--- config.mk ---
export PLATFORM = sky130hd
export DESIGN_NAME = zvr_video_port_routing_control
export DESIGN_NICKNAME = d
export VERILOG_FILES = /design/src/shared/zvr_pkg.sv /design/src/shared/zvr_video_if.sv /design/src/logic/zvr_video_arbiter.sv /design/src/logic/zvr_video_port_routing_control.sv
export SDC_FILE = /design/constraint.sdc
export NUM_CORES = 1
export LEC_CHECK = 0
export BUFFER_PORTS_ARGS = -buffer_cell sky130_fd_sc_hd__buf_2
export CAP_MARGIN = 25
export CORE_ASPECT_RATIO = 1.2
export CORE_MARGIN = 5
export CORE_UTILIZATION = 47
export CTS_CLUSTER_DIAMETER = 60
export DETAILED_ROUTE_END_ITERATION = 12
export GPL_TIMING_DRIVEN = 0
export PLACE_DENSITY_LB_ADDON = 0.3
export SLEW_MARGIN = 20
export SYNTH_ARGS = -nofsm -noshare
export SYNTH_HDL_FRONTEND = slang
export SYNTH_SLANG_ARGS = --single-unit
--- constraint.sdc ---
create_clock -name clk_in -period 2.45 [get_ports clk_in]
set_clock_uncertainty 0.05 [all_clocks]
set_input_delay 0.245 -clock clk_in [delete_from_list [all_inputs] [get_ports clk_in]]
set_output_delay 0.245 -clock clk_in [all_outputs]
set_load 0.1 [all_outputs]
--- src/shared/zvr_pkg.sv ---
/*
 * Constants for the video port routing control block: register offsets,
 * field positions, reset values and the register space selector.
 * Assumes a two-socket card controller with one function per socket.
 */
package zvr_pkg;

	// Number of card sockets and card address width.
	localparam int NUM_SOCKETS = 2;
	localparam int ADDR_W      = 26;
	localparam int LOW_ADDR_W  = 4;

	// Register space selector on the register port.
	typedef enum logic [0:0] {
		ZVR_SPACE_CFG  = 1'b0,
		ZVR_SPACE_SOCK = 1'b1
	} zvr_space_e;

	// Per-function configuration space, byte wide.
	localparam logic [7:0] OFF_CARD_CONTROL       = 8'h91;
	localparam logic [7:0] OFF_DIAGNOSTIC_CONTROL = 8'h93;

	// Per-socket socket register space, word wide.
	localparam logic [7:0] OFF_SOCKET_PRESENT_STATE = 8'h08;
	localparam logic [7:0] OFF_SOCKET_FORCE_EVENT   = 8'h0C;
	localparam logic [7:0] OFF_SOCKET_CONTROL       = 8'h10;

	// Card control fields.
	localparam int BIT_LEGACY_VIDEO_PORT_ON = 6;
	localparam int BIT_PORT_PRIORITY_B      = 5;

	// Diagnostic control field.
	localparam int BIT_STD_VIDEO_MODEL_DISABLE = 0;

	// Present state and force event fields.
	localparam int BIT_PLATFORM_VIDEO_CAPABLE       = 27;
	localparam int BIT_FORCE_PLATFORM_VIDEO_CAPABLE = 27;

	// Socket control fields.
	localparam int BIT_VIDEO_IN_USE_FLAG       = 11;
	localparam int BIT_STD_VIDEO_MODEL_PRESENT = 10;
	localparam int BIT_SOCKET_VIDEO_ON         = 9;

	// Reset values.
	localparam logic [7:0] RST_CARD_CONTROL       = 8'h00;
	localparam logic [7:0] RST_DIAGNOSTIC_CONTROL = 8'h00;
	localparam logic       RST_PLATFORM_CAPABLE   = 1'b0;
	localparam logic       RST_SOCKET_VIDEO_ON    = 1'b0;

endpackage : zvr_pkg

--- src/shared/zvr_video_if.sv ---
/*
 * Carrier between the register side of the block and the video source
 * arbiter. Assumes both ends run on the same clock.
 */
`timescale 1ns/1ns
`default_nettype none

interface zvr_video_if;
	logic [1:0] video_en;
	logic       port_pri_b;
	logic       sel_a_n;
	logic       sel_b_n;
	logic       any_active;

	modport ctl (
		output video_en,
		output port_pri_b,
		input  sel_a_n,
		input  sel_b_n,
		input  any_active
	);

	modport arb (
		input  video_en,
		input  port_pri_b,
		output sel_a_n,
		output sel_b_n,
		output any_active
	);
endinterface : zvr_video_if

`default_nettype wire

--- src/logic/zvr_video_arbiter.sv ---
/*
 * Video source arbiter: turns the per-socket video enables and the
 * priority setting into registered select and status outputs.
 * Assumes enables are on the same clock and already settled.
 */
`timescale 1ns/1ns
`default_nettype none

module zvr_video_arbiter (
	// Clock and reset
	input  wire logic clk_in,
	input  wire logic sys_rst_in,
	// Arbitration carrier
	zvr_video_if.arb  vid
);

	logic pick_a;
	logic pick_b;

	// Socket B wins when enabled and either preferred or alone.
	always_comb begin
		pick_b = vid.video_en[1] & (vid.port_pri_b | ~vid.video_en[0]);
		pick_a = vid.video_en[0] & ~pick_b;
	end

	always_ff @(posedge clk_in) begin
		if (sys_rst_in) begin
			vid.sel_a_n    <= 1'b1;
			vid.sel_b_n    <= 1'b1;
			vid.any_active <= 1'b0;
		end else begin
			// Only one pick can be true, so both selects never go low.
			vid.sel_a_n    <= ~pick_a;
			vid.sel_b_n    <= ~pick_b;
			vid.any_active <= |vid.video_en;
		end
	end

endmodule // zvr_video_arbiter

`default_nettype wire

--- src/logic/zvr_video_port_routing_control.sv ---
/*
 * Video port routing control for a two-socket card controller: per-socket
 * legacy and standardized video enables, card address float, and the
 * select and status outputs for external three-state bus drivers.
 * Assumes a simple register port on the host bus clock, with accesses
 * issued by logic on the same clock, and card address values from the
 * card interface on the same clock.
 */
`timescale 1ns/1ns
`default_nettype none

module zvr_video_port_routing_control #(
	parameter int NUM_SOCKETS = zvr_pkg::NUM_SOCKETS,
	parameter int ADDR_W      = zvr_pkg::ADDR_W
) (
	// Clock and reset
	input  wire logic                   clk_in,
	input  wire logic                   sys_rst_in,
	// Register port
	input  wire logic                   reg_wr_in,
	input  wire logic                   reg_rd_in,
	input  wire logic                   reg_space_in,
	input  wire logic                   reg_socket_in,
	input  wire logic [7:0]             reg_addr_in,
	input  wire logic [31:0]            reg_wdata_in,
	output var  logic [31:0]            reg_rdata_out,
	output var  logic                   reg_rvalid_out,
	// Card address lines, one row per socket
	input  wire logic [1:0][ADDR_W-1:0] card_addr_in,
	output var  logic [1:0][ADDR_W-1:0] card_addr_out,
	output var  logic [1:0][ADDR_W-1:0] card_addr_oe_n_out,
	// Video routing outputs
	output wire logic                   socket_a_video_select_n_out,
	output wire logic                   socket_b_video_select_n_out,
	output wire logic                   any_video_active_out
);

	localparam int LW = zvr_pkg::LOW_ADDR_W;

	// Per-socket register state, plus the diagnostic register shared by both sockets.
	logic [1:0][7:0] card_control;
	logic [1:0]      platform_video_capable;
	logic [1:0]      socket_video_on;
	logic [7:0]      diagnostic_control;

	// Derived video state.
	logic            std_model_on;
	logic [1:0]      legacy_video_port_on;
	logic [1:0]      next_video_en;
	logic            video_in_use_flag;

	// Decoded writes.
	logic            wr_cfg;
	logic            wr_sock;

	zvr_video_if vid ();

	// True when an access targets the given space and offset.
	function automatic logic reg_hit(
		input logic       space,
		input logic [7:0] addr,
		input logic       want_space,
		input logic [7:0] want_addr
	);
		reg_hit = (space == want_space) && (addr == want_addr);
	endfunction

	assign wr_cfg  = reg_wr_in && (reg_space_in == zvr_pkg::ZVR_SPACE_CFG);
	assign wr_sock = reg_wr_in && (reg_space_in == zvr_pkg::ZVR_SPACE_SOCK);

	// The diagnostic register is shared; either function may write it.
	always_ff @(posedge clk_in) begin
		if (sys_rst_in) begin
			diagnostic_control <= zvr_pkg::RST_DIAGNOSTIC_CONTROL;
		end else if (wr_cfg && reg_hit(reg_space_in, reg_addr_in,
				zvr_pkg::ZVR_SPACE_CFG,
				zvr_pkg::OFF_DIAGNOSTIC_CONTROL)) begin
			diagnostic_control <= reg_wdata_in[7:0];
		end
	end

	assign std_model_on =
		~diagnostic_control[zvr_pkg::BIT_STD_VIDEO_MODEL_DISABLE];

	genvar s;
	generate
		for (s = 0; s < NUM_SOCKETS; s++) begin : g_sock
			logic sel_me;

			assign sel_me = (reg_socket_in == 1'(s));

			// Card control: legacy enable and priority live here.
			always_ff @(posedge clk_in) begin
				if (sys_rst_in) begin
					card_control[s] <= zvr_pkg::RST_CARD_CONTROL;
				end else if (wr_cfg && sel_me && reg_hit(reg_space_in,
						reg_addr_in, zvr_pkg::ZVR_SPACE_CFG,
						zvr_pkg::OFF_CARD_CONTROL)) begin
					card_control[s] <= reg_wdata_in[7:0];
				end
			end

			// The support flag is only ever set; reset alone clears it.
			always_ff @(posedge clk_in) begin
				if (sys_rst_in) begin
					platform_video_capable[s] <= zvr_pkg::RST_PLATFORM_CAPABLE;
				end else if (wr_sock && sel_me && reg_hit(reg_space_in,
						reg_addr_in, zvr_pkg::ZVR_SPACE_SOCK,
						zvr_pkg::OFF_SOCKET_FORCE_EVENT) &&
						reg_wdata_in[
						zvr_pkg::BIT_FORCE_PLATFORM_VIDEO_CAPABLE]) begin
					platform_video_capable[s] <= 1'b1;
				end
			end

			// Socket control enable bit, writable per socket.
			always_ff @(posedge clk_in) begin
				if (sys_rst_in) begin
					socket_video_on[s] <= zvr_pkg::RST_SOCKET_VIDEO_ON;
				end else if (wr_sock && sel_me && reg_hit(reg_space_in,
						reg_addr_in, zvr_pkg::ZVR_SPACE_SOCK,
						zvr_pkg::OFF_SOCKET_CONTROL)) begin
					socket_video_on[s] <=
						reg_wdata_in[zvr_pkg::BIT_SOCKET_VIDEO_ON];
				end
			end

			assign legacy_video_port_on[s] =
				card_control[s][zvr_pkg::BIT_LEGACY_VIDEO_PORT_ON];

			// The legacy path stays live even with the new model on.
			assign next_video_en[s] = legacy_video_port_on[s] |
				(std_model_on & socket_video_on[s]);

			// Card address lines pass through one register stage.
			always_ff @(posedge clk_in) begin
				if (sys_rst_in) begin
					card_addr_out[s] <= '0;
				end else begin
					card_addr_out[s] <= card_addr_in[s];
				end
			end

			// Upper lines float in video mode; the low nibble keeps
			// driving so card configuration registers stay reachable.
			always_ff @(posedge clk_in) begin
				if (sys_rst_in) begin
					card_addr_oe_n_out[s] <= '0;
				end else begin
					card_addr_oe_n_out[s][ADDR_W-1:LW] <=
						{(ADDR_W-LW){next_video_en[s]}};
					card_addr_oe_n_out[s][LW-1:0] <= '0;
				end
			end
		end
	endgenerate

	assign video_in_use_flag = |next_video_en;

	// Priority is taken from the socket A function's card control.
	assign vid.video_en   = next_video_en;
	assign vid.port_pri_b = card_control[0][zvr_pkg::BIT_PORT_PRIORITY_B];

	zvr_video_arbiter u_arbiter (
		.clk_in     (clk_in),
		.sys_rst_in (sys_rst_in),
		.vid        (vid.arb)
	);

	assign socket_a_video_select_n_out = vid.sel_a_n;
	assign socket_b_video_select_n_out = vid.sel_b_n;
	assign any_video_active_out        = vid.any_active;

	// Read mux; unmapped and write-only offsets read as zero.
	logic [31:0] next_rdata;
	logic        rsock;

	always_comb begin
		next_rdata = 32'h0000_0000;
		rsock      = reg_socket_in;
		if (reg_hit(reg_space_in, reg_addr_in, zvr_pkg::ZVR_SPACE_CFG,
				zvr_pkg::OFF_CARD_CONTROL)) begin
			next_rdata[7:0] = card_control[rsock];
		end else if (reg_hit(reg_space_in, reg_addr_in,
				zvr_pkg::ZVR_SPACE_CFG,
				zvr_pkg::OFF_DIAGNOSTIC_CONTROL)) begin
			next_rdata[7:0] = diagnostic_control;
		end else if (reg_hit(reg_space_in, reg_addr_in,
				zvr_pkg::ZVR_SPACE_SOCK,
				zvr_pkg::OFF_SOCKET_PRESENT_STATE)) begin
			next_rdata[zvr_pkg::BIT_PLATFORM_VIDEO_CAPABLE] =
				platform_video_capable[rsock];
		end else if (reg_hit(reg_space_in, reg_addr_in,
				zvr_pkg::ZVR_SPACE_SOCK,
				zvr_pkg::OFF_SOCKET_CONTROL)) begin
			next_rdata[zvr_pkg::BIT_VIDEO_IN_USE_FLAG] =
				video_in_use_flag;
			next_rdata[zvr_pkg::BIT_STD_VIDEO_MODEL_PRESENT] =
				std_model_on;
			next_rdata[zvr_pkg::BIT_SOCKET_VIDEO_ON] =
				socket_video_on[rsock];
		end
	end

	always_ff @(posedge clk_in) begin
		if (sys_rst_in) begin
			reg_rdata_out  <= 32'h0000_0000;
			reg_rvalid_out <= 1'b0;
		end else begin
			reg_rvalid_out <= reg_rd_in;
			if (reg_rd_in) begin
				reg_rdata_out <= next_rdata;
			end
		end
	end

endmodule // zvr_video_port_routing_control

`default_nettype wire

Yosys cells after proc, flatten, opt, wreduce, memory -nomap -nowiden
Index checks and enable logic that the tools add are counted.
- word-level logic and storage cells: 73
- input bits: 98
- output and inout port bits: 140
- register bits: 106
- muxes and demuxes: 15
- reductions and logical operators: 21
- magnitude comparators: 1
- equality and inequality tests: 5
- bitwise logic cells: 13
- operator list (cell ; count):
    8-bit 2-to-1 mux ; 4
    1-bit logical AND ; 20
    8-bit by 4-bit == test with 1-bit output (second input constant) ; 2
    8-bit == test (second input constant) ; 2
    3-bit 2-to-1 mux ; 4
    8-bit by 5-bit == test with 1-bit output (second input constant) ; 1
    1-bit 2-to-1 mux ; 7
    1-bit inverter ; 6
    1-bit AND ; 4
    1-bit bitwise OR ; 3
    1-bit by 2-bit < comparator with 1-bit output (second input constant) ; 1
    2-bit OR reduction ; 1

Logic depth before layout (Yosys ltp)
Gate-level depths: netlist (run 1).
- word-level depth: 9
- gate-level depth with buffers: 6
- mapped depth without buffers: 3

By module
Synthesis (run 1) repeated with hierarchy kept, for this count alone.
- cells, all modules: 389
- area total of the unflattened synthesis: 4087.7 um2
- modules (own cells, without submodules) (module ; cells an instance ; seq. area each (um2) ; times used ; area an instance (um2)):
    zvr_video_port_routing_control ; 380 ; 1901.8 ; 1 ; 3995.1
    zvr_video_arbiter ; 9 ; 60.1 ; 1 ; 92.6

Worst setup path before layout (run 1)
OpenSTA, ideal clock, no wires.
- path kind: flip-flop to output port
- start: reg, netlist name card_addr_oe_n_out[4]
- end: out card_addr_oe_n_out[10] (netlist name)
- data required time: 2.155 ns
- path slack: 0.439 ns
- data arrival time: 1.716 ns
- cell stages (with the launch flop): 2
- path buffers: 1
- path through: dfxtp_1 buf_4
- RTL lines (item ; RTL line ; RTL):
    end, declared ; zvr_video_port_routing_control.sv:31 ; output var logic [1:0][ADDR_W-1:0] card_addr_oe_n_out,
No word-level cell between the ends.

Final worst setup path (run 1)
- start: reg, netlist name card_addr_oe_n_out[4]
- end: out card_addr_oe_n_out[9] (netlist name)
No word-level cell between the ends.

==> impl_results.md, run 1 <==
- CTS tree: yes
- Slew HR: 53.8%
- DP Area: 5220 sq um
- Cell area after synthesis: 4050 sq um
- Final net count: 719
- Largest family of logic cells by synthesized area: simple AND/OR/NAND/NOR gates
- Residual DRC count: 0
- Mux cell area share after synthesis: 9.18%
- Fin util: 63.6%
- Synth Area in Compound Gates: 4.36%
- Width of the chip: 94.7 um
- Core area: 8520 sq um
- Die footprint: 10600 sq um
- Rows: 37
- Worst-skew pair later-pin latency: 0.37 ns
- Final min period: 2.08 ns
- Status: finished, final reports clean
- Placer Congestion: 0.795
- Async SR Flop Fraction: 0%
- Overflow after GRT: 0
- Antenna-violating nets left: 0
- IO buf count: 185
- Switch Pwr: 1.30 mW
- Post_cts resized: 0
- Post-place setup slack: 0.737 ns
- Die height: 112 um
- Post-synthesis sequential area ratio: 48.4%
- Mapped Cells: 397
- Fin crit share: 84.9%
- Seq cells post-synth: 98
- CP max FO: 22
- Most used DFF post-synth: dfxtp_1
- Worst EP required: 2.15 ns
- Placed cells: 726
- Worst path arrival time: 1.79 ns
- PD cells: 648 nW/um^2
- Initial antenna violation count: 0
- Share of layout cells above drive strength 1: 47.9%
- Comb pwr share: 24.5%
- Peak Freq: 0.480 GHz
- Tot Pwr: 3.51 mW
- Leak: 2.85 nW
- RSZ-0062 raised after global routing: no
- Starting Density: 47.5%
- Slew @ Worst Pin: 0.692 ns
- Initial DRC Count: 118
- Routing usage on met1: 21.0%
- Via count: 3296
- Root Driver: clkbuf_8
- GRT met2 Usage: 35.2%
- Clock sink total: 98
- Avg Cell Area, Syn: 10.2 sq um
- Layout Cells excl Fill: 743
- Post-synthesis cell type count: 37
- Finish-stage setup viols: 0
- Final setup margin: 0.369 ns
- Boundary pin count: 238
- Final Hold Fails: 0
- Met3 Usage GRT: 5.47%
- Final wirelength: 10600 um
- CP Class: register to primary output
- Synth warnings: 0
- Startpoint types: register
- GRT Util Overall: 19.7%
- Wire length of the first global-routing pass: 16200 um
- R2r setup slk: 1.24 ns
- Simple-gate area share of the yosys netlist: 20.6%
- Fillers: 753
- Seq. cell area: 1960 sq um
- Largest net degree at the start of global routing: 23
- Hold slack final: 0.0158 ns
- Part of the power in registers: 47.2%
- H-tree depth: 3
- Cell area after layout: 5420 sq um
- Max VDD drop: 0.393 mV
- Cell Int Power: 2.21 mW
- Endpoint type of the worst setup path: primary output
- Max Slew Vio Count: 0
- Setup TNS: 0 ns
- GR peak layer: met2
- Drt wl/cell: 14.2 um
- Clock transition at path regs: 0.10 ns
- Synth Area in Adders: 0%
- XOR/XNOR share of the synthesized area: 0%
- Avg Vias per Cell: 4.44
- Area grow syn2layout: 33.8%
- Net Sw Frac: 37.0%
- Post-DP HPWL: 8720 um
- Clock share of power: 28.2%
- Max-Cap Viols: 0
- EDFF count, synth: 0
- Antenna cells: 0
- Cts bufs inserted: 9
- Worst min path class: input pin to register
- Vias in the first global route: 3250
- DR pass1 iterations: 4
- Clock Tree Buf Depth: 2
- Multi-input logic area: 1490 sq um
==> cells by family after synthesis <==
group           Yosys count
other cells               1
buf+inv                 101
mux                      36
compound gates           21
simple gates            140
flops                    98
==> repair_timing <==
item                      CTS  global route
buffers inserted            0             0
hold endpoints to repair    0             1
hold buffers                0             1
==> routing by layer <==
metal	wire (um)	vias to the layer above	part of all wire (%)
met4	153	0	1.4
met5	0	-	0
met2	5470	145	52
li1	-	1673	-
met3	1050	11	9.9
met1	3880	1467	37
==> power by group through the flow <==
stage	Combinational [mW]	Clock (mW)	Sequential [mW]
6_report	0.862	0.991	1.66
5_1_grt	0.892	1.09	1.66
4_1_cts	0.860	1.01	1.66
3_5_place_dp	0.860	0	1.70
3_3_place_gp	0.853	0	1.69
2_1_floorplan	0.329	0	2.08
==> layout make-up <==
type                    instances  area share (%)
clock inverters                 6           0.900
multi-input cells             225            27.4
plain buffers                  92            12.3
clock buffers                  10            2.54
inverters                       9           0.623
flip-flops and latches         98            36.2
well taps                     117            2.70
repair buffers                186            17.3
==> critical path, stage by stage, from the launching register on <==
cell and delay [ns]:
dfxtp_1 0.78, buf_4 0.22, buf_2 0.42
==> layout by cell type (no fill, tap or decap), drive strengths merged, types with 2 or more instances in the layout <==
| master | instances |
|---|---|
| a311oi | 8 |
| or4 | 2 |
| inv | 12 |
| mux2i | 27 |
| nor2b | 55 |
| nand4 | 21 |
| nand3 | 2 |
| a21oi | 4 |
| conb | 28 |
| clkbuf | 19 |
| buf | 268 |
| and3 | 3 |
| clkinvlp | 2 |
| dfxtp | 98 |
| nand2 | 38 |
| nor2 | 10 |
| o21ai | 2 |
| mux2 | 9 |
| o32ai | 3 |
| nand2b | 2 |
==> final timing paths <==
path	start	end	cells after the start
setup / recovery	card_addr_oe_n_out[4]	card_addr_oe_n_out[9]	2
hold / removal	card_addr_in[1]	card_addr_out[1]	2
setup reg to reg	diagnostic_control[0]	reg_rdata_out[11]	3
hold reg to reg	card_control[10]	card_control[10]	2
==> registers in the layout, summed over array words and instances (netlist names) <==
register	cells
diagnostic_control	8
reg_rvalid_out	1
reg_rdata_out	12
u_arbiter.vid.sel_a_n	1
socket_video_on	2
card_control	16
u_arbiter.vid.any_active	1
u_arbiter.vid.sel_b_n	1
card_addr_out	52
card_addr_oe_n_out	2
platform_video_capable	2
==> cell usage after synthesis (2+ instances only) <==
cell type	instances	share of area (%)
dfxtp_1	98	48
buf_4	73	14
nor2b_1	55	8.5
nand2_1	38	3.5
mux2i_1	27	6.7
nand4_1	19	2.9
clkbuf_1	9	0.83
inv_1	9	0.83
mux2_2	9	2.5
nor2_1	9	0.83
a311oi_1	8	1.7
a21oi_1	4	0.49
buf_6	4	1.1
and3_1	3	0.46
buf_2	3	0.37
buf_1	2	0.19
nand2b_1	2	0.31
nand3_1	2	0.25
nand4_4	2	1.1
o21ai_0	2	0.25
o32ai_1	2	0.43
or4_1	2	0.37
Power figures use the tool's default switching activity.
==> run 2: changes to the inputs <==
--- a/config.mk
+++ b/config.mk
@@ -9,7 +9,7 @@
 export CAP_MARGIN = 25
 export CORE_ASPECT_RATIO = 1.2
 export CORE_MARGIN = 5
-export CORE_UTILIZATION = 47
+export CORE_UTILIZATION = 39
 export CTS_CLUSTER_DIAMETER = 60
 export DETAILED_ROUTE_END_ITERATION = 12
 export GPL_TIMING_DRIVEN = 0
==> constraint.sdc (replaced) <==
create_clock -name clk_in -period 1.7 [get_ports clk_in]
set_clock_uncertainty 0.05 [all_clocks]
set_input_delay 0.17 -clock clk_in [delete_from_list [all_inputs] [get_ports clk_in]]
set_output_delay 0.17 -clock clk_in [all_outputs]
set_load 0.1 [all_outputs]
==> impl_results.md, run 2 (synthesis results as in run 1) <==
- Status: finished, final reports clean (unchanged)
- DR top layer: met5 (was met4)
- Clock Tree Buf Depth: 2 (unchanged)
- Largest net degree at the start of global routing: 23 (unchanged)
- Via count: 3514 (was 3296)
- Postcts setup bufs: 0 (unchanged)
- Hold slack final: 0.00675 ns (was 0.0158 ns)
- Largest Register: card_addr_out (unchanged)
- Max FFs per register: 52 (unchanged)
- RSZ-0062 raised after global routing: no (unchanged)
- Die height: 122 um (was 112 um)
- Area grow syn2layout: 49.9% (was 33.8%)
- Routed met3 length: 1060 um (was 1050 um)
- Slowest CP cell: dfxtp_2 (was dfxtp_1)
- Final Hold Fails: 0 (unchanged)
- H-tree depth: 3 (unchanged)
- Slew @ Worst Pin: 0.558 ns (was 0.692 ns)
- Endpoint type of the worst setup path: primary output (unchanged)
- Peak Freq: 0.621 GHz
- Overflow after GRT: 0 (unchanged)
- Clock sink total: 98 (unchanged)
- Startpoint types: register (unchanged)
- Post-DP HPWL: 8890 um (was 8720 um)
- Core area: 10100 sq um (was 8520 sq um)
- IO buf count: 185 (unchanged)
- Finish-stage setup viols: 0 (unchanged)
- Share of layout cells above drive strength 1: 44.9% (was 47.9%)
- Cell area after layout: 6070 sq um (was 5420 sq um)
- Worst path arrival time: 1.39 ns (was 1.79 ns)
- PD cells: 930 nW/um^2 (was 648 nW/um^2)
- DR pass1 iterations: 4 (unchanged)
- Final min period: 1.61 ns
- Metal-1 WL: 4290 um (was 3880 um)
- Vias in the first global route: 3541 (was 3250)
- WP buf/inv: 1 (was 2)
- Setup TNS: 0 ns (unchanged)
- Die footprint: 12500 sq um (was 10600 sq um)
- CP max FO: 22 (unchanged)
- Fin crit share: 94.7%
- Drt wl/cell: 14.9 um (was 14.2 um)
- Tot Pwr: 5.65 mW (was 3.51 mW)
- Final wirelength: 11900 um (was 10600 um)
- Clock transition at path regs: 0.07 ns (was 0.10 ns)
- Placer Congestion: 0.836 (was 0.795)
- Final net count: 763 (was 719)
- CP Class: register to primary output (unchanged)
- Slew HR: 62.8% (was 53.8%)
- Delay-heaviest family, CP: flip-flops (unchanged)
- Initial DRC Count: 222 (was 118)
- Rows: 40 (was 37)
- Boundary pin count: 238 (unchanged)
- Antenna cells: 0 (unchanged)
- Initial antenna violation count: 1 (was 0)
- Antenna-violating nets left: 0 (unchanged)
- Max Slew Vio Count: 0 (unchanged)
- Placed cells: 735 (was 726)
- Avg Vias per Cell: 4.41 (was 4.44)
- Starting Density: 40.1% (was 47.5%)
- Max incr delay on CP: 0.54 ns (was 0.78 ns)
- Most frequent cells in the layout: 146 x buf_2, 115 x buf_4, 96 x dfxtp_1 (was 188 x buf_2, 98 x dfxtp_1, 73 x buf_4)
- Leak: 3.08 nW (was 2.85 nW)
- DR WL met2: 6310 um (was 5470 um)
- Commonest non-fill, non-tap cell in the layout: buf_2 (unchanged)
- Max VDD drop: 0.521 mV (was 0.393 mV)
- Max-Cap Viols: 0 (unchanged)
- Width of the chip: 103 um (was 94.7 um)
- Worst min path class: input pin to register (unchanged)
- Cell Chain, Critical Path: buf_2 (was buf_4 > buf_2)
- Layout Cells excl Fill: 796 (was 743)
- Root Driver: clkbuf_16 (was clkbuf_8)
- Cts bufs inserted: 9 (unchanged)
- Residual DRC count: 0 (unchanged)
- Worst EP required: 1.48 ns (was 2.15 ns)
- CTS tree: yes (unchanged)
- Worst-skew pair later-pin latency: 0.34 ns (was 0.37 ns)
- Wire length of the first global-routing pass: 17700 um (was 16200 um)
- Top flop regs: card_addr_out: 52 flops, card_control: 16 flops, reg_rdata_out: 12 flops (unchanged)
- DP Area: 5240 sq um (was 5220 sq um)
- GRT Util Overall: 18.3% (was 19.7%)
-- run 2: cell count changes in the layout (fill, tap and decap cells not counted) --
cell           change
buf_2             -42
dlygate4sd3_1     +44
clkinv_4           +2
clkinvlp_4         -1
clkbuf_8          -10
clkbuf_16          +9
clkbuf_1           +1
inv_6              -1
buf_4             +42
dfxtp_1            -2
dfxtp_2            +2
-- run 2: final timing paths --
| kind | start | end | slack (ns) | cells after the start |
|---|---|---|---|---|
| max reg2reg | diagnostic_control[0] | reg_rdata_out[11] | 0.47 | 3 |
| min reg2reg | diagnostic_control[4] | diagnostic_control[4] | 0.42 | 2 |
| min | card_addr_in[40] | card_addr_out[40] | 0.007 | 2 |
| max | card_addr_oe_n_out[4] | card_addr_oe_n_out[4] | 0.09 | 1 |
-- run 2: through the flow --
stage                     util, %  setup slack [ns]
after floorplan                 -             0.257
after global placement       51.8             0.152
after detailed placement     51.8             0.128
after CTS                    60.1            0.0631
after global routing         60.1           0.00643
final                        60.1            0.0908
-- run 2: area by class of cell --
type                            instances  area, sq um
Timing Repair Buffer                  230         1480
Sequential cell                        98         1960
Fill cell                             877         4040
Tap cell                              126          158
Clock inverter                          6         50.0
Clock buffer                           10          229
Multi-Input combinational cell        225         1490
Inverter                                9         33.8
Buffer                                 92          669
-- run 2: power breakdown --
part / leakage [nW] / switching [mW] / internal (mW)
logic: 2.14 / 1.04 / 0.295
registers: 0.807 / 0.0210 / 2.37
clock network: 0.135 / 0.911 / 1.01
-- run 2: what timing repair did --
action,CTS,global route
gates resized for setup,42,0
endpoints found under the setup margin,42,0
hold buffers,45,0
endpoints found under the hold margin,45,0
-- run 2: per-layer routing --
layer / up-vias / global-route usage [%]
met1: 1587 / 19.5
met2: 143 / 33.9
li1: 1764 / -
met5: - / 0
met3: 18 / 4.70
met4: 2 / 6.32
==> run 3: changes to the inputs <==
--- a/config.mk
+++ b/config.mk
@@ -14,7 +14,9 @@
 export DETAILED_ROUTE_END_ITERATION = 12
 export GPL_TIMING_DRIVEN = 0
 export PLACE_DENSITY_LB_ADDON = 0.3
+export RECOVER_POWER = 100
 export SLEW_MARGIN = 20
 export SYNTH_ARGS = -nofsm -noshare
 export SYNTH_HDL_FRONTEND = slang
+export SYNTH_HIERARCHICAL = 1
 export SYNTH_SLANG_ARGS = --single-unit
==> impl_results.md, run 3 <==
- Multi-input logic area: 1570 sq um (was 1490 sq um)
- Max VDD drop: 0.475 mV (was 0.521 mV)
- Boundary pin count: 238 (unchanged)
- Async SR Flop Fraction: 0% (unchanged)
- Avg Vias per Cell: 4.39 (was 4.41)
- Post-DP HPWL: 8100 um (was 8890 um)
- CTS tree: yes (unchanged)
- Final net count: 758 (was 763)
- Worst min path class: input pin to register (unchanged)
- Clock transition at path regs: 0.06 ns (was 0.07 ns)
- Mux cell area share after synthesis: 6.86% (was 9.18%)
- Cell with the most instances after synthesis: dfxtp_1 (unchanged)
- Seq cells post-synth: 98 (unchanged)
- Fin util: 59.1% (was 60.1%)
- PD cells: 936 nW/um^2 (was 930 nW/um^2)
- Synth Area in Compound Gates: 5.48% (was 4.36%)
- Top flop regs: card_addr_out: 52 flops, card_control: 16 flops, reg_rdata_out: 12 flops (unchanged)
- DR pass1 iterations: 4 (unchanged)
- RSZ-0062 raised after global routing: no (unchanged)
- Status: finished, final reports clean (unchanged)
- Post-synthesis cell type count: 35 (was 37)
- Slew @ Worst Pin: 0.607 ns (was 0.558 ns)
- Cell area after synthesis: 4090 sq um (was 4050 sq um)
- Synth top area share: 48.0% (was 48.4%)
- Overflow after GRT: 0 (unchanged)
- H-tree depth: 3 (unchanged)
- Synth warnings: 6 (was 0)
- Largest Register: card_addr_out (unchanged)
- Via count: 3483 (was 3514)
- Commonest cells in the netlist: 98 x dfxtp_1, 72 x buf_4, 69 x nor2b_1 (was 98 x dfxtp_1, 73 x buf_4, 55 x nor2b_1)
- Residual DRC count: 0 (unchanged)
- Seq. cell area: 1960 sq um (unchanged)
- Peak Freq: 0.618 GHz (was 0.621 GHz)
- Clock Tree Buf Depth: 2 (unchanged)
- Largest net degree at the start of global routing: 23 (unchanged)
- Max Slew Vio Count: 0 (unchanged)
- Worst path arrival time: 1.40 ns (was 1.39 ns)
- Commonest non-fill, non-tap cell in the layout: dfxtp_1 (was buf_2)
- Final wirelength: 11200 um (was 11900 um)
- Core area: 10400 sq um (was 10100 sq um)
- Endpoint type of the worst setup path: primary output (unchanged)
- Die height: 122 um (about the same)
- Final Hold Fails: 0 (unchanged)
- IO buf count: 187 (was 185)
- Drt wl/cell: 14.1 um (was 14.9 um)
- Area grow syn2layout: 50.6% (was 49.9%)
- Worst-skew pair later-pin latency: 0.34 ns (about the same)
- Max-Cap Viols: 0 (unchanged)
- Antenna-violating nets left: 0 (unchanged)
- Largest family of logic cells by synthesized area: simple AND/OR/NAND/NOR gates (unchanged)
- Finish-stage setup viols: 0 (unchanged)
- Placed cells: 732 (was 735)
- Worst EP required: 1.48 ns (about the same)
- Initial antenna violation count: 0 (was 1)
- CP max FO: 22 (unchanged)
- Antenna cells: 0 (unchanged)
- Slew HR: 59.5% (was 62.8%)
- EDFF count, synth: 0 (unchanged)
- Mapped Cells: 389 (was 397)
- Synth Area in Adders: 0% (unchanged)
- GRT Util Overall: 17.3% (was 18.3%)
- Clock sink total: 98 (unchanged)
- Share of layout cells above drive strength 1: 45.0% (was 44.9%)
- Vias in the first global route: 3530 (was 3541)
- Die footprint: 12600 sq um (was 12500 sq um)
- CP Class: register to primary output (unchanged)
- Starting Density: 39.3% (was 40.1%)
- Most frequent cells in the layout: 96 x dfxtp_1, 80 x buf_2, 72 x buf_4 (was 146 x buf_2, 115 x buf_4, 96 x dfxtp_1)
- XOR/XNOR share of the synthesized area: 0% (unchanged)
- Wire length of the first global-routing pass: 17000 um (was 17700 um)
- Final min period: 1.62 ns (was 1.61 ns)
- Initial DRC Count: 61 (was 222)
- Most used DFF post-synth: dfxtp_1 (unchanged)
- Postcts setup bufs: 0 (unchanged)
- Leak: 3.09 nW (was 3.08 nW)
- Layout Cells excl Fill: 794 (was 796)
- Dominant cells by area after synthesis: dfxtp_1 48%, buf_4 13%, nor2b_1 11% (was dfxtp_1 48%, buf_4 14%, nor2b_1 8.5%)
- Cts bufs inserted: 9 (unchanged)
- Startpoint types: register (unchanged)
- Rows: 41 (was 40)
- Fillers: 883 (was 877)
- Post-synthesis sequential area ratio: 48.0% (was 48.4%)
- Width of the chip: 103 um (about the same)
- Fin crit share: 95.2% (was 94.7%)
- Placer Congestion: 0.767 (was 0.836)
- Simple-gate area share of the yosys netlist: 24.0% (was 20.6%)
- Max FFs per register: 52 (unchanged)
- Avg Cell Area, Syn: 10.5 sq um (was 10.2 sq um)
- Root Driver: clkbuf_16 (unchanged)
- Area leader, netlist: dfxtp_1 (unchanged)
run 3: final cells by class:
type                       count  area share [%]
sequential                    98            31.9
multi-input combinational    224            25.6
timing repair buffer         233            24.4
buffer                        91            10.2
clock buffer                  10            3.72
tap                          129            2.62
clock inverter                 6            1.48
inverter                       3           0.183
run 3: critical path, cell delays in order (launching register included):
cell and delay, ns:
dfxtp_2 0.55, clkbuf_4 0.22, buf_4 0.28
run 3: cells by family (layout without fill, tap and decap cells):
kind of cell,Yosys count,in the layout
flip-flops,98,98
other,1,28
AND/OR/NAND/NOR,142,142
AO/OA/AOI/OAI,26,26
multiplexers,28,28
buffers and inverters,94,343
run 3: repair_timing:
| action | CTS | global route |
|---|---|---|
| hold endpoints to repair | 45 | 0 |
| endpoints found under the setup margin | 42 | 0 |
| hold buffers | 46 | 0 |
| gates resized for setup | 42 | 0 |
run 3: power breakdown:
part	switching [mW]	leakage, nW	internal [mW]	total [mW]
sequential	0.0169	0.805	2.36	2.38
clock	0.846	0.157	1.29	2.14
combinational	0.950	2.13	0.293	1.24
total	1.81	3.09	3.95	5.76
run 3: path summary, 6_finish.rpt:
kind / start / cells past startpoint / slack, ns / to
worst max-delay path: card_addr_oe_n_out[4] / 2 / 0.08 / card_addr_oe_n_out[17]
worst min-delay path: card_addr_in[5] / 2 / 0.009 / card_addr_out[5]
worst max register to register: socket_video_on[1] / 3 / 0.56 / reg_rdata_out[11]
worst min register to register: platform_video_capable[1] / 2 / 0.41 / platform_video_capable[1]
run 3: routing by layer:
| layer | global-route usage (%) | routed length [um] | up-vias |
|---|---|---|---|
| li1 | - | - | 1729 |
| met1 | 19.0 | 4140 | 1598 |
| met2 | 30.5 | 5810 | 135 |
| met3 | 3.55 | 1020 | 21 |
| met4 | 9.23 | 260 | 0 |
| met5 | 0 | 0 | - |
run 3: through the flow:
stage | setup TNS [ns] | hold WS [ns] | cell area [sq um] | total power [mW] | worst slack [ns]
after floorplan | 0 | 0.192 | 4190 | 3.38 | 0.0768
after global placement | 0 | 0.316 | 5290 | 3.58 | 0.0438
after detailed placement | -0.0455 | 0.322 | 5290 | 3.59 | -0.0252
after CTS | 0 | 0.00319 | 6170 | 5.83 | 0.0592
after global routing | 0 | 0.00430 | 6160 | 5.97 | 0.00562
final | 0 | 0.00931 | 6160 | 5.76 | 0.0816
